File: src/verilog/sdm_pkg.sv
// Constants, field layouts and types of the DAC mode-control block.
// What this block does
// - Per-channel soft-mute bit, resets to zero.
// - Mute ramps attenuation down every eight samples.
// - Unmute ramps back up every eight samples.
// - Oversampling bit selects 64x or 128x.
// - Channel disable forces output to midscale.
// - De-emphasis enable bit, default bypass.
// - Two-bit de-emphasis rate, code three reserved.
// - Three-bit audio format, resets to left-justified.
// - Rolloff bit selects sharp or slow.
// - Output-phase bit inverts both channels together.
// - Flag polarity bit: high or low active.
// - Grouping bit: separate flags or one common.
// - Zero detect after 1024 zero samples.
// - Zero-flag pin asserted while zero detected.
// - Word: zero, 7-bit index, 8-bit data.
package sdm_pkg;

   localparam int WORD_W = 16;
   localparam int IDX_W = 7;
   localparam int DATA_W = 8;
   localparam int SAMPLE_W = 24;
   localparam int ZCNT_W = 11;
   localparam int STEP_W = 3;

   // Control word layout.
   localparam int WORD_ZERO_BIT = 15;
   localparam int IDX_MSB = 14;
   localparam int IDX_LSB = 8;
   localparam int DATA_MSB = 7;

   // Register indices.
   localparam logic [IDX_W-1:0] IDX_LEFT_ATTEN = 7'h10;
   localparam logic [IDX_W-1:0] IDX_RIGHT_ATTEN = 7'h11;
   localparam logic [IDX_W-1:0] IDX_MUTE_OVERSAMPLE = 7'h12;
   localparam logic [IDX_W-1:0] IDX_DAC_DEEMPHASIS = 7'h13;
   localparam logic [IDX_W-1:0] IDX_FORMAT_FILTER = 7'h14;
   localparam logic [IDX_W-1:0] IDX_PHASE_FLAG = 7'h16;

   // Field positions inside the data byte.
   localparam int LEFT_MUTE_BIT = 0;
   localparam int RIGHT_MUTE_BIT = 1;
   localparam int OVERSAMPLE_BIT = 6;
   localparam int LEFT_DISABLE_BIT = 0;
   localparam int RIGHT_DISABLE_BIT = 1;
   localparam int DEEMPH_EN_BIT = 4;
   localparam int DEEMPH_RATE_LSB = 5;
   localparam int DEEMPH_RATE_MSB = 6;
   localparam int FORMAT_LSB = 0;
   localparam int FORMAT_MSB = 2;
   localparam int ROLLOFF_BIT = 5;
   localparam int INVERT_BIT = 0;
   localparam int POLARITY_BIT = 1;
   localparam int GROUPING_BIT = 2;

   // Attenuator codes and timing counts in sample periods.
   localparam logic [DATA_W-1:0] ATTEN_RESET = 8'hFF;
   localparam logic [DATA_W-1:0] ATTEN_MUTE = 8'h80;
   localparam logic [DATA_W-1:0] ATTEN_STEP = 8'h01;
   localparam logic [STEP_W-1:0] STEP_LAST = 3'h7;
   localparam logic [STEP_W-1:0] STEP_ONE = 3'h1;
   localparam logic [ZCNT_W-1:0] ZERO_PERIOD = 11'h400;
   localparam logic [ZCNT_W-1:0] ZCNT_ONE = 11'h001;

   // Sample arithmetic for phase inversion.
   localparam logic [SAMPLE_W-1:0] SAMPLE_MIN = 24'h800000;
   localparam logic [SAMPLE_W-1:0] SAMPLE_MAX = 24'h7FFFFF;
   localparam logic [SAMPLE_W-1:0] SAMPLE_ONE = 24'h000001;

   typedef enum logic [1:0]
   {
      RATE_44K1 = 2'b00,
      RATE_48K = 2'b01,
      RATE_32K = 2'b10,
      RATE_RSVD = 2'b11
   } sdm_deemph_rate_t;

   typedef enum logic [2:0]
   {
      FMT_RJ24 = 3'b000,
      FMT_RJ20 = 3'b001,
      FMT_RJ18 = 3'b010,
      FMT_RJ16 = 3'b011,
      FMT_I2S = 3'b100,
      FMT_LJ = 3'b101,
      FMT_RSVD6 = 3'b110,
      FMT_RSVD7 = 3'b111
   } sdm_format_t;

   typedef struct packed
   {
      logic left_soft_mute;
      logic right_soft_mute;
      logic oversample_128;
      logic left_channel_disable;
      logic right_channel_disable;
      logic deemphasis_enable;
      sdm_deemph_rate_t deemphasis_rate_sel;
      sdm_format_t audio_format_sel;
      logic rolloff_sel;
      logic output_invert;
      logic flag_polarity_sel;
      logic flag_grouping_sel;
   } sdm_mode_t;

   localparam sdm_mode_t MODE_RESET = '{
      left_soft_mute: 1'b0,
      right_soft_mute: 1'b0,
      oversample_128: 1'b0,
      left_channel_disable: 1'b0,
      right_channel_disable: 1'b0,
      deemphasis_enable: 1'b0,
      deemphasis_rate_sel: RATE_44K1,
      audio_format_sel: FMT_LJ,
      rolloff_sel: 1'b0,
      output_invert: 1'b0,
      flag_polarity_sel: 1'b0,
      flag_grouping_sel: 1'b0
   };

endpackage

File: src/verilog/sdm_atten_ramp.sv
// One channel's attenuator that walks one step per eight sample periods.
`timescale 1ns/1ps
module sdm_atten_ramp
   import sdm_pkg::*;
(
   // Clock and reset.
   input wire logic clk,
   input wire logic rst_n,
   // Sample tick and settings.
   input wire logic tick,
   input wire logic mute,
   input wire logic [DATA_W-1:0] level,
   // Present attenuator code.
   output logic [DATA_W-1:0] current
);

   logic [STEP_W-1:0] div_q;
   logic [DATA_W-1:0] cur_q;
   logic [DATA_W-1:0] target;
   logic step_now;

   // Muting aims at the first infinite code unless already below it.
   assign target = (mute && level > ATTEN_MUTE) ? ATTEN_MUTE : level;
   assign step_now = tick && (div_q == STEP_LAST);
   assign current = cur_q;

   always_ff @(posedge clk or negedge rst_n)
   begin
      if (!rst_n)
         div_q <= '0;
      else if (tick)
         div_q <= div_q + STEP_ONE;
   end

   always_ff @(posedge clk or negedge rst_n)
   begin
      if (!rst_n)
         cur_q <= ATTEN_RESET;
      else if (step_now && cur_q > target)
         cur_q <= cur_q - ATTEN_STEP;
      else if (step_now && cur_q < target)
         cur_q <= cur_q + ATTEN_STEP;
   end
endmodule

File: src/verilog/sdm_zero_detect.sv
// One channel's counter of consecutive zero samples.
`timescale 1ns/1ps
module sdm_zero_detect
   import sdm_pkg::*;
(
   // Clock and reset.
   input wire logic clk,
   input wire logic rst_n,
   // Sample tick and zero test.
   input wire logic tick,
   input wire logic is_zero,
   // Zero-detect condition.
   output logic detect
);

   logic [ZCNT_W-1:0] cnt_q;

   always_ff @(posedge clk or negedge rst_n)
   begin
      if (!rst_n)
         cnt_q <= '0;
      else if (tick && !is_zero)
         cnt_q <= '0;
      else if (tick && cnt_q != ZERO_PERIOD)
         cnt_q <= cnt_q + ZCNT_ONE;
   end

   assign detect = (cnt_q == ZERO_PERIOD);
endmodule

File: src/verilog/sdm_mode_ctrl.sv
// Mode-control registers, serial control port and zero flags of the DAC.
`timescale 1ns/1ps
module sdm_mode_ctrl
   import sdm_pkg::*;
(
   // Clock and reset.
   input wire logic SYS_CLK,
   input wire logic RESET_N,
   // Three-wire serial control port.
   input wire logic CTRL_DATA,
   input wire logic CTRL_CLK,
   input wire logic CTRL_LATCH,
   // Audio sample side.
   input wire logic WORD_CLOCK,
   input wire logic [SAMPLE_W-1:0] LEFT_SAMPLE,
   input wire logic [SAMPLE_W-1:0] RIGHT_SAMPLE,
   // Settings to the converter path.
   output sdm_mode_t MODE,
   output logic [DATA_W-1:0] LEFT_ATTEN_CURRENT,
   output logic [DATA_W-1:0] RIGHT_ATTEN_CURRENT,
   output logic [SAMPLE_W-1:0] LEFT_OUTPUT,
   output logic [SAMPLE_W-1:0] RIGHT_OUTPUT,
   // Zero-flag pins.
   output logic LEFT_ZERO_FLAG,
   output logic RIGHT_ZERO_FLAG
);

   // Pin synchronisers: data, clock, latch, word clock.
   logic [3:0] pin_meta_q;
   logic [3:0] pin_sync_q;
   logic [3:0] pin_prev_q;
   logic data_s;
   logic sclk_rise;
   logic latch_rise;
   logic tick;

   always_ff @(posedge SYS_CLK or negedge RESET_N)
   begin
      if (!RESET_N)
      begin
         pin_meta_q <= '0;
         pin_sync_q <= '0;
         pin_prev_q <= '0;
      end
      else
      begin
         pin_meta_q <= {WORD_CLOCK, CTRL_LATCH, CTRL_CLK, CTRL_DATA};
         pin_sync_q <= pin_meta_q;
         pin_prev_q <= pin_sync_q;
      end
   end

   assign data_s = pin_sync_q[0];
   assign sclk_rise = pin_sync_q[1] && !pin_prev_q[1];
   assign latch_rise = pin_sync_q[2] && !pin_prev_q[2];
   assign tick = pin_sync_q[3] && !pin_prev_q[3];

   // Serial shift register, most significant bit first.
   logic [WORD_W-1:0] shift_q;
   logic [IDX_W-1:0] word_idx;
   logic [DATA_W-1:0] word_data;
   logic word_ok;

   always_ff @(posedge SYS_CLK or negedge RESET_N)
   begin
      if (!RESET_N)
         shift_q <= '0;
      else if (sclk_rise)
         shift_q <= {shift_q[WORD_W-2:0], data_s};
   end

   assign word_idx = shift_q[IDX_MSB:IDX_LSB];
   assign word_data = shift_q[DATA_MSB:0];
   // A word with bit 15 set is not a register write and is dropped.
   assign word_ok = latch_rise && !shift_q[WORD_ZERO_BIT];

   logic wr_left_atten;
   logic wr_right_atten;
   logic wr_mute;
   logic wr_dac;
   logic wr_fmt;
   logic wr_flag;

   assign wr_left_atten = word_ok && word_idx == IDX_LEFT_ATTEN;
   assign wr_right_atten = word_ok && word_idx == IDX_RIGHT_ATTEN;
   assign wr_mute = word_ok && word_idx == IDX_MUTE_OVERSAMPLE;
   assign wr_dac = word_ok && word_idx == IDX_DAC_DEEMPHASIS;
   assign wr_fmt = word_ok && word_idx == IDX_FORMAT_FILTER;
   assign wr_flag = word_ok && word_idx == IDX_PHASE_FLAG;

   // Reserved bits are not stored; the host keeps them at zero.
   logic [DATA_W-1:0] left_level_q;
   logic [DATA_W-1:0] right_level_q;
   sdm_mode_t mode_q;

   always_ff @(posedge SYS_CLK or negedge RESET_N)
   begin
      if (!RESET_N)
      begin
         left_level_q <= ATTEN_RESET;
         right_level_q <= ATTEN_RESET;
      end
      else
      begin
         if (wr_left_atten)
            left_level_q <= word_data;
         if (wr_right_atten)
            right_level_q <= word_data;
      end
   end

   always_ff @(posedge SYS_CLK or negedge RESET_N)
   begin
      if (!RESET_N)
      begin
         mode_q.left_soft_mute <= MODE_RESET.left_soft_mute;
         mode_q.right_soft_mute <= MODE_RESET.right_soft_mute;
         mode_q.oversample_128 <= MODE_RESET.oversample_128;
      end
      else if (wr_mute)
      begin
         mode_q.left_soft_mute <= word_data[LEFT_MUTE_BIT];
         mode_q.right_soft_mute <= word_data[RIGHT_MUTE_BIT];
         mode_q.oversample_128 <= word_data[OVERSAMPLE_BIT];
      end
   end

   always_ff @(posedge SYS_CLK or negedge RESET_N)
   begin
      if (!RESET_N)
      begin
         mode_q.left_channel_disable <= MODE_RESET.left_channel_disable;
         mode_q.right_channel_disable <= MODE_RESET.right_channel_disable;
         mode_q.deemphasis_enable <= MODE_RESET.deemphasis_enable;
         mode_q.deemphasis_rate_sel <= MODE_RESET.deemphasis_rate_sel;
      end
      else if (wr_dac)
      begin
         mode_q.left_channel_disable <= word_data[LEFT_DISABLE_BIT];
         mode_q.right_channel_disable <= word_data[RIGHT_DISABLE_BIT];
         mode_q.deemphasis_enable <= word_data[DEEMPH_EN_BIT];
         mode_q.deemphasis_rate_sel <= sdm_deemph_rate_t'(
            word_data[DEEMPH_RATE_MSB:DEEMPH_RATE_LSB]);
      end
   end

   always_ff @(posedge SYS_CLK or negedge RESET_N)
   begin
      if (!RESET_N)
      begin
         mode_q.audio_format_sel <= MODE_RESET.audio_format_sel;
         mode_q.rolloff_sel <= MODE_RESET.rolloff_sel;
      end
      else if (wr_fmt)
      begin
         mode_q.audio_format_sel <= sdm_format_t'(
            word_data[FORMAT_MSB:FORMAT_LSB]);
         mode_q.rolloff_sel <= word_data[ROLLOFF_BIT];
      end
   end

   always_ff @(posedge SYS_CLK or negedge RESET_N)
   begin
      if (!RESET_N)
      begin
         mode_q.output_invert <= MODE_RESET.output_invert;
         mode_q.flag_polarity_sel <= MODE_RESET.flag_polarity_sel;
         mode_q.flag_grouping_sel <= MODE_RESET.flag_grouping_sel;
      end
      else if (wr_flag)
      begin
         mode_q.output_invert <= word_data[INVERT_BIT];
         mode_q.flag_polarity_sel <= word_data[POLARITY_BIT];
         mode_q.flag_grouping_sel <= word_data[GROUPING_BIT];
      end
   end

   assign MODE = mode_q;

   // Attenuators with soft-mute ramps.
   sdm_atten_ramp u_left_ramp
   (
      .clk(SYS_CLK),
      .rst_n(RESET_N),
      .tick(tick),
      .mute(mode_q.left_soft_mute),
      .level(left_level_q),
      .current(LEFT_ATTEN_CURRENT)
   );

   sdm_atten_ramp u_right_ramp
   (
      .clk(SYS_CLK),
      .rst_n(RESET_N),
      .tick(tick),
      .mute(mode_q.right_soft_mute),
      .level(right_level_q),
      .current(RIGHT_ATTEN_CURRENT)
   );

   // Phase inversion saturates the one code with no positive twin.
   function automatic logic [SAMPLE_W-1:0] phase_adj(
      input logic [SAMPLE_W-1:0] s,
      input logic inv
   );
      logic [SAMPLE_W-1:0] r;
      r = s;
      if (inv && s == SAMPLE_MIN)
         r = SAMPLE_MAX;
      else if (inv)
         r = ~s + SAMPLE_ONE;
      return r;
   endfunction

   logic [SAMPLE_W-1:0] left_out_q;
   logic [SAMPLE_W-1:0] right_out_q;

   always_ff @(posedge SYS_CLK or negedge RESET_N)
   begin
      if (!RESET_N)
      begin
         left_out_q <= '0;
         right_out_q <= '0;
      end
      else if (tick)
      begin
         // A disabled channel sits at bipolar zero, code zero.
         left_out_q <= mode_q.left_channel_disable ? '0 :
            phase_adj(LEFT_SAMPLE, mode_q.output_invert);
         right_out_q <= mode_q.right_channel_disable ? '0 :
            phase_adj(RIGHT_SAMPLE, mode_q.output_invert);
      end
   end

   assign LEFT_OUTPUT = left_out_q;
   assign RIGHT_OUTPUT = right_out_q;

   // Zero detection judges each channel on its own.
   logic left_zero;
   logic right_zero;

   sdm_zero_detect u_left_zero
   (
      .clk(SYS_CLK),
      .rst_n(RESET_N),
      .tick(tick),
      .is_zero(LEFT_SAMPLE == '0),
      .detect(left_zero)
   );

   sdm_zero_detect u_right_zero
   (
      .clk(SYS_CLK),
      .rst_n(RESET_N),
      .tick(tick),
      .is_zero(RIGHT_SAMPLE == '0),
      .detect(right_zero)
   );

   logic right_pin_active;
   logic left_pin_active;
   logic right_pin_q;
   logic left_pin_q;

   // In common mode the right pin carries both, the left pin idles.
   assign right_pin_active = mode_q.flag_grouping_sel ?
      (left_zero && right_zero) : right_zero;
   assign left_pin_active = mode_q.flag_grouping_sel ? 1'b0 : left_zero;

   always_ff @(posedge SYS_CLK or negedge RESET_N)
   begin
      if (!RESET_N)
      begin
         right_pin_q <= 1'b0;
         left_pin_q <= 1'b0;
      end
      else
      begin
         right_pin_q <= right_pin_active ^ mode_q.flag_polarity_sel;
         left_pin_q <= left_pin_active ^ mode_q.flag_polarity_sel;
      end
   end

   assign RIGHT_ZERO_FLAG = right_pin_q;
   assign LEFT_ZERO_FLAG = left_pin_q;
endmodule

File: config.mk
export PLATFORM = sky130hd
export DESIGN_NAME = sdm_mode_ctrl
export DESIGN_NICKNAME = d
export VERILOG_FILES = /design/src/verilog/sdm_pkg.sv /design/src/verilog/sdm_atten_ramp.sv /design/src/verilog/sdm_zero_detect.sv /design/src/verilog/sdm_mode_ctrl.sv
export SDC_FILE = /design/constraint.sdc
export NUM_CORES = 1
export LEC_CHECK = 0
export BUFFER_PORTS_ARGS = -buffer_cell sky130_fd_sc_hd__buf_4
export CAP_MARGIN = 20
export CELL_PAD_IN_SITES_DETAIL_PLACEMENT = 1
export CELL_PAD_IN_SITES_GLOBAL_PLACEMENT = 1
export CORE_MARGIN = 3
export CORE_UTILIZATION = 45
export DETAILED_ROUTE_END_ITERATION = 8
export PLACE_DENSITY = 0.82
export SLEW_MARGIN = 30
export SYNTH_ARGS = -nofsm -noshare
export SYNTH_HDL_FRONTEND = slang
export SYNTH_HIERARCHICAL = 1
export SYNTH_SLANG_ARGS = --single-unit
File: constraint.sdc
create_clock -name SYS_CLK -period 3.97 [get_ports SYS_CLK]
set_clock_uncertainty 0.2 [all_clocks]
set_input_delay 0.397 -clock SYS_CLK [delete_from_list [all_inputs] [get_ports SYS_CLK]]
set_output_delay 0.397 -clock SYS_CLK [all_outputs]
set_load 0.05 [all_outputs]
---- Yosys cells after proc, flatten, opt, wreduce, memory -nomap -nowiden ----
Index checks and enable logic that the tools add are counted.
storage, ports and cells
  bits in writable memories ............... 0
  memories ................................ 0
  flip-flop bits (word level) ............. 153
  bits in read-only memories .............. 0
  latch bits .............................. 0
  word-level logic and storage cells ...... 117
  input port bits ......................... 54
cells by class
  equal/unequal tests ..................... 14
  reduce and logical (&&, ||, !) cells .... 37
  add/sub/neg operators ................... 10
  muxes and demuxes ....................... 18
  magnitude comparators ................... 6
  bitwise operators ....................... 4
  div/mod/pow operators ................... 0
  shift-type cells ........................ 0
  $mul .................................... 0
operator list
  operator                                               count
  two-way mux 24 bit                                     6
  adder 24 x 1 -> 24 bit (second input constant)         2
  == test 24 bit (second input constant)                 2
  logical NOT 24 bit                                     2
  two-way mux 8 bit                                      6
  inverter 24 bit                                        2
  two-way mux 11 bit                                     4
  == test 7 x 5 -> 1 bit (second input constant)         6
  logical AND 1 bit                                      25
  adder 11 x 1 -> 11 bit (second input constant)         2
  == test 11 bit (second input constant)                 2
  != test 11 bit (second input constant)                 2
  adder 8 x 1 -> 8 bit (second input constant)           2
  greater-than comparator 8 bit                          2
  greater-than comparator 8 bit (second input constant)  2
  less-than comparator 8 bit                             2
  subtractor 8 x 1 -> 8 bit (second input constant)      2
  nonzero test 2 bit                                     4
  adder 3 x 1 -> 3 bit (second input constant)           2
  == test 3 bit (second input constant)                  2
  logical NOT 1 bit                                      6
  two-way mux 1 bit                                      2
  XOR 1 bit                                              2

---- Logic depth before layout (Yosys ltp) ----
  depth after elaboration ................. 7
  depth in mapped cells ................... 14
  depth with buffers taken out ............ 14

---- Hierarchy ----
The synthesis kept the hierarchy.
by module, submodules not included
  module                           cells an instance  sequential area each (um^2)  times used  area an instance (um^2)
  sdm_mode_ctrl                    477                2725.1                       1           5206.2
  sdm_atten_ramp                   100                285.3                        2           1013.5
  sdm_zero_detect at u_right_zero  70                 275.3                        1           663.1
  sdm_zero_detect at u_left_zero   70                 275.3                        1           656.9

---- Worst setup path after synthesis ----
OpenSTA, ideal clock, no wires.
  path kind ............................... reg2reg
  start ................................... register mode_q (netlist bit MODE[14])
  end ..................................... register u_left_ramp.cur_q[6] (netlist: u_left_ramp/current[6])
  setup slack ............................. 0.377 ns
  clock period less this slack ............ 3.593 ns
  data required time ...................... 3.708 ns
  cell stages (with the launch flop) ...... 15
  arrival ................................. 3.332 ns
  path buffers ............................ 0
  cell sequence ........................... dfrtp_1 > nand2_1 > nand2_1 > ha_1 > nor2b_1 > o211ai_1 > a21boi_2 > o21ai_0 > inv_1 > ha_1 > nor2b_4 > o31a_1 > or4_1 > nand3_1 > mux2_1
between the ends
  cells in the longest elaborated chain, start to end .. 5
ends and longest elaborated chain
  element                                                                             line                                        RTL
  start, declared                                                                     sdm_mode_ctrl.sv:94                         sdm_mode_t mode_q;
  logical AND 1 bit *                                                                 sdm_atten_ramp.sv:23                        assign target = (mute && level > ATTEN_MUTE) ? ATTEN_MUTE : level;
  two-way mux 8 bit *                                                                 sdm_atten_ramp.sv:23
  greater-than comparator 8 bit / less-than comparator 8 bit (equally long branches)  sdm_atten_ramp.sv:39, sdm_atten_ramp.sv:41
  logical AND 1 bit, on equally long branches                                         sdm_atten_ramp.sv:39, sdm_atten_ramp.sv:41
  two-way mux 8 bit / nonzero test 2 bit (equally long branches)                      --
  end signal, assigned                                                                sdm_atten_ramp.sv:40                        cur_q <= cur_q - ATTEN_STEP;
  end signal, assigned                                                                sdm_atten_ramp.sv:42                        cur_q <= cur_q + ATTEN_STEP;
  end, declared                                                                       sdm_atten_ramp.sv:18                        logic [DATA_W-1:0] cur_q;
Mark *: on every way between the ends. The rest lies on a longest branch, timed or not.
A chain may end at the register's enable or synchronous reset.

---- Worst setup path in the final report ----
  start ................................... register right_level_q[7]
  end ..................................... register u_right_ramp.cur_q[7] (netlist: u_right_ramp/current[7])
between the ends
  cells in the longest elaborated chain, start to end .. 6
ends and longest elaborated chain
  element                                                                             line                                        RTL
  start, declared                                                                     sdm_mode_ctrl.sv:93                         logic [DATA_W-1:0] right_level_q;
  start signal, assigned                                                              sdm_mode_ctrl.sv:108                        right_level_q <= word_data;
  greater-than comparator 8 bit                                                       sdm_atten_ramp.sv:23
  logical AND 1 bit                                                                   sdm_atten_ramp.sv:23
  two-way mux 8 bit *                                                                 sdm_atten_ramp.sv:23
  greater-than comparator 8 bit / less-than comparator 8 bit (equally long branches)  sdm_atten_ramp.sv:39, sdm_atten_ramp.sv:41
  logical AND 1 bit, on equally long branches                                         sdm_atten_ramp.sv:39, sdm_atten_ramp.sv:41
  two-way mux 8 bit / nonzero test 2 bit (equally long branches)                      --
  end signal, assigned                                                                sdm_atten_ramp.sv:40
  end signal, assigned                                                                sdm_atten_ramp.sv:42
  end, declared                                                                       sdm_atten_ramp.sv:18
Marked as above.

==> flow_metrics.env <==
export IMPL_min_period_ns=3.77
export IMPL_grt_setup_unrepaired="no"
export IMPL_clk_path_buf_depth=2
export IMPL_syn_area_per_cell_sq_um=10.5
export IMPL_area_delta_synth_final_pct=22.1
export IMPL_dpl_instance_area_sq_mm=0.00981
export IMPL_mappedNetlistNets=911
export IMPL_synth_seq_cells=152
export IMPL_power_density_cell_area_mw_per_mm2=502
export IMPL_grt_first_pass_wirelength_um=37700
export IMPL_postSynth_topFlopCell="sky130_fd_sc_hd__dfrtp_1"
export IMPL_drv_max_cap_violation_count=0
export IMPL_ys_warn_count=6
export IMPL_clk_pin_slew_worst_paths_ns=0.07
export IMPL_final_critical_path_share_of_the_clock_period_pct=94.9
export IMPL_drcViolationCount=0
export IMPL_synth_lib_cells_used_distinct=80
export IMPL_timing_critical_path_required_ns=4.10
export IMPL_drt_antenna_violating_nets=0
export IMPL_yosys_area_share_simple_pct=16.2
export IMPL_crit_path_end_kind="flop"
export IMPL_finalSetupViolations=0
export IMPL_r2r_cells=14
export IMPL_num_vias=6998
export IMPL_hold_violations=0
export IMPL_drt_iter0_drc=222
export IMPL_cts_tree="built"
export IMPL_synthAdderAreaFrac_pct=6.03
export IMPL_dpl_hpwl_um=16300
export IMPL_antenna_found_initial=0
export IMPL_drt_pass1_iterations=5
export IMPL_tightest_slew_ns=0.954
export IMPL_numClockSinks=152
export IMPL_die_ht_um=144
export IMPL_layout_nets=1047
export IMPL_overflow=0
export IMPL_route_final_wire_length_um=22900
export IMPL_vdd_ir_drop_max_v=0.000269
export IMPL_utilization_pct=57.0
export IMPL_initial_utilization_pct=46.7
export IMPL_layout_cell_area_non_filler_sq_mm=0.0104
export IMPL_io_pins=135
export IMPL_antennaDiodeCount=0
export IMPL_clock_root_buffer="sky130_fd_sc_hd__clkbuf_16"
export IMPL_multiplexer_share_of_the_synthesized_area_pct=8.63
export IMPL_gp_congestion=0.826
export IMPL_port_bufs=134
export IMPL_crit_path_start_kind="flop"
export IMPL_ctsHtreeMaxLevel=4
export IMPL_postSynth_asyncResetShare_pct=100
export IMPL_criticalPathCategory="reg2reg"
export IMPL_viasPerCell=5.86
export IMPL_tns_ns=0
export IMPL_synth_top_family_by_area="compound AO/OA/AOI/OAI gates"
export IMPL_grt_usage_pct=22.6
export IMPL_coreArea_sq_mm=0.0183
export IMPL_number_of_flops_mapped_to_enable_cells_by_yosys=0
export IMPL_mapped_cells=817
export IMPL_maxSlewViolCount=0
export IMPL_worst_skew_pair_late_latency_ns=0.41
export IMPL_timing_slew_headroom_pct=36.4
export IMPL_critPathMaxFanout=7
export IMPL_grt_max_degree=93
export IMPL_power_static_leakage_nw=4.57
export IMPL_via_count_of_the_first_global_routing_pass=7448
export IMPL_synth_seq_area_share_pct=45.0
export IMPL_run_status="finished, final reports clean"
export IMPL_drive_above_1_share_pct=32.1
export IMPL_worstHoldPathType="in2reg"
export IMPL_max_freq_mhz=266
export IMPL_num_rows=49
export IMPL_worst_endpoint_arrival_ns=3.90
export IMPL_fp_dieW_um=144
export IMPL_synth_compound_area_share_pct=16.9
export IMPL_dieArea_sq_mm=0.0207
export IMPL_avgRoutedWirePerCell_um=19.2
export IMPL_synth_xor_area_share_pct=4.30
export IMPL_cts_buffers_inserted=17
export IMPL_worst_hold_path_num_cells=3
export IMPL_synthesized_area_sq_mm=0.00855
[cell families (layout without fill, tap and decap cells)]
| family | Yosys count | in the layout |
|---|---|---|
| flip-flops | 152 | 152 |
| buffers and inverters | 63 | 212 |
| AND/OR/NAND/NOR | 241 | 241 |
| adder cells (fa/ha/maj) | 40 | 40 |
| AO/OA/AOI/OAI | 213 | 213 |
| multiplexers | 66 | 66 |
| XOR/XNOR | 42 | 42 |
[worst max-delay path, stage by stage, from the launching register on]
cell and delay (ns):
sky130_fd_sc_hd__dfstp_2 0.54, sky130_fd_sc_hd__nand2_1 0.15, sky130_fd_sc_hd__nand2_1 0.13, sky130_fd_sc_hd__ha_1 0.24
sky130_fd_sc_hd__nor2b_1 0.14, sky130_fd_sc_hd__o211ai_1 0.25, sky130_fd_sc_hd__a21boi_2 0.17, sky130_fd_sc_hd__o21ai_2 0.20
sky130_fd_sc_hd__inv_1 0.16, sky130_fd_sc_hd__ha_1 0.40, sky130_fd_sc_hd__a21oi_2 0.26, sky130_fd_sc_hd__a211oi_2 0.11
sky130_fd_sc_hd__nor2_1 0.19, sky130_fd_sc_hd__or4b_1 0.46, sky130_fd_sc_hd__o2111ai_1 0.09
[state kept, by name, indices dropped and copies added, names as in the netlist, 4 cells and up]
signal / flops
LEFT_OUTPUT: 24
u_right_zero/cnt_q: 11
MODE: 15
u_left_ramp/current: 8
RIGHT_OUTPUT: 24
left_level_q: 8
u_left_zero/cnt_q: 11
shift_q: 16
right_level_q: 8
pin_meta_q: 4
pin_sync_q: 4
u_right_ramp/current: 8
[power by group]
group / internal, W / total, W / switching (W)
Sequential: 0.00185 / 0.00209 / 0.000234
Combinational: 0.000602 / 0.00159 / 0.000985
Clock: 0.000915 / 0.00156 / 0.000649
Total: 0.00337 / 0.00524 / 0.00187
[repair_timing]
action                     in CTS  in global routing
hold endpoints to repair       67                  0
setup endpoints to repair       0                  4
setup buffers                   0                  0
hold buffers                    6                  0
gates resized for setup         0                  3
[layout by cell type (no fill, tap or decap), drive strengths merged, types with 5 or more instances in the layout]
cell type and n:
a21oi 63, or4 17, o22ai 5, o31ai 24, nor4 13, o21ai 48, inv 31, o41ai 10
xor2 24, ha 38, xnor2 18, a21o 10, clkbuf 22, mux2 62, o211ai 7, dfrtp 118
a211oi 5, nor2b 11, dlygate4sd3 6, nand3 27, buf 144, nor2 25, nor3 12, or2 6
o21a 5, nand2b 11, clkinv 6, or3 17, o311ai 6, and4 8, nand2 69, dfstp 34
[per-layer routing]
metal / track usage [%] / up-vias / wire (um)
met1: 27.5 / 3535 / 9820
li1: - / 3300 / -
met4: 5.05 / 0 / 296
met5: 0 / - / 0
met3: 6.09 / 24 / 1120
met2: 40.2 / 139 / 11700
[cells in the mapped netlist, types with 4 or more instances]
library cell | n | area, sq um
sky130_fd_sc_hd__and4_1 | 6 | 52.6
sky130_fd_sc_hd__mux2i_1 | 4 | 40.0
sky130_fd_sc_hd__nor3_1 | 11 | 55.1
sky130_fd_sc_hd__o211ai_1 | 7 | 52.6
sky130_fd_sc_hd__nor2b_1 | 9 | 56.3
sky130_fd_sc_hd__a21oi_1 | 57 | 285
sky130_fd_sc_hd__xor2_1 | 24 | 210
sky130_fd_sc_hd__mux2_2 | 59 | 664
sky130_fd_sc_hd__clkbuf_1 | 25 | 93.8
sky130_fd_sc_hd__dfstp_2 | 34 | 893
sky130_fd_sc_hd__nand2b_1 | 11 | 68.8
sky130_fd_sc_hd__or4_1 | 15 | 113
sky130_fd_sc_hd__or3_1 | 17 | 106
sky130_fd_sc_hd__o22ai_1 | 4 | 25.0
sky130_fd_sc_hd__o21a_1 | 5 | 37.5
sky130_fd_sc_hd__ha_1 | 38 | 475
sky130_fd_sc_hd__o31ai_1 | 24 | 180
sky130_fd_sc_hd__xnor2_1 | 18 | 158
sky130_fd_sc_hd__a21oi_2 | 6 | 52.6
sky130_fd_sc_hd__nor4_1 | 11 | 68.8
sky130_fd_sc_hd__o41ai_1 | 10 | 87.6
sky130_fd_sc_hd__nand3_1 | 24 | 120
sky130_fd_sc_hd__nand2_1 | 68 | 255
sky130_fd_sc_hd__o21ai_0 | 27 | 135
sky130_fd_sc_hd__and2_1 | 4 | 25.0
sky130_fd_sc_hd__a21o_1 | 10 | 75.1
sky130_fd_sc_hd__a211oi_2 | 4 | 50.1
sky130_fd_sc_hd__inv_1 | 29 | 109
sky130_fd_sc_hd__a31oi_1 | 4 | 25.0
sky130_fd_sc_hd__o311ai_1 | 5 | 43.8
sky130_fd_sc_hd__buf_2 | 5 | 25.0
sky130_fd_sc_hd__dfrtp_1 | 118 | 2950
sky130_fd_sc_hd__o21ai_1 | 20 | 100
sky130_fd_sc_hd__nor2_1 | 24 | 90.1
sky130_fd_sc_hd__nand4b_1 | 4 | 35.0
[through the flow]
step | hold WS (ns) | std cells | worst slack (ns) | total power (W)
global route | 0.0325 | 1195 | 0.0340 | 0.00552
finish | 0.0305 | 1195 | 0.204 | 0.00524
detailed placement | 0.136 | 1157 | 0.208 | 0.00368
CTS | 0.0174 | 1195 | 0.0393 | 0.00529
floorplan | -0.0986 | 817 | 0.377 | 0.00314
global placement | 0.133 | 1157 | 0.407 | 0.00360
[area by class of cell]
class | instances | area (sq um)
Fill cell | 2006 | 7890
Multi-Input combinational cell | 602 | 4470
Sequential cell | 152 | 3850
Timing Repair Buffer | 150 | 1160
Clock buffer | 22 | 474
Tap cell | 229 | 287
Inverter | 30 | 113
Clock inverter | 10 | 95.1
[path summary, 6_finish.rpt]
path | from | slack [ns] | end
max | right_level_q[7]$_DFFE_PN1P_ | 0.20 | u_right_ramp/current[7]$_DFFE_PN1P_
min | RIGHT_SAMPLE[15] | 0.03 | RIGHT_OUTPUT[15]$_DFFE_PN0P_
max reg2reg | right_level_q[7]$_DFFE_PN1P_ | 0.20 | u_right_ramp/current[7]$_DFFE_PN1P_
min reg2reg | pin_meta_q[3]$_DFF_PN0_ | 0.15 | pin_sync_q[3]$_DFF_PN0_
max in group asynchronous | RESET_N | 2.31 | u_left_ramp/current[0]$_DFFE_PN1P_
min in group asynchronous | RESET_N | 0.45 | MODE[14]$_DFFE_PN0P_
(Power assumes the default switching activity.)
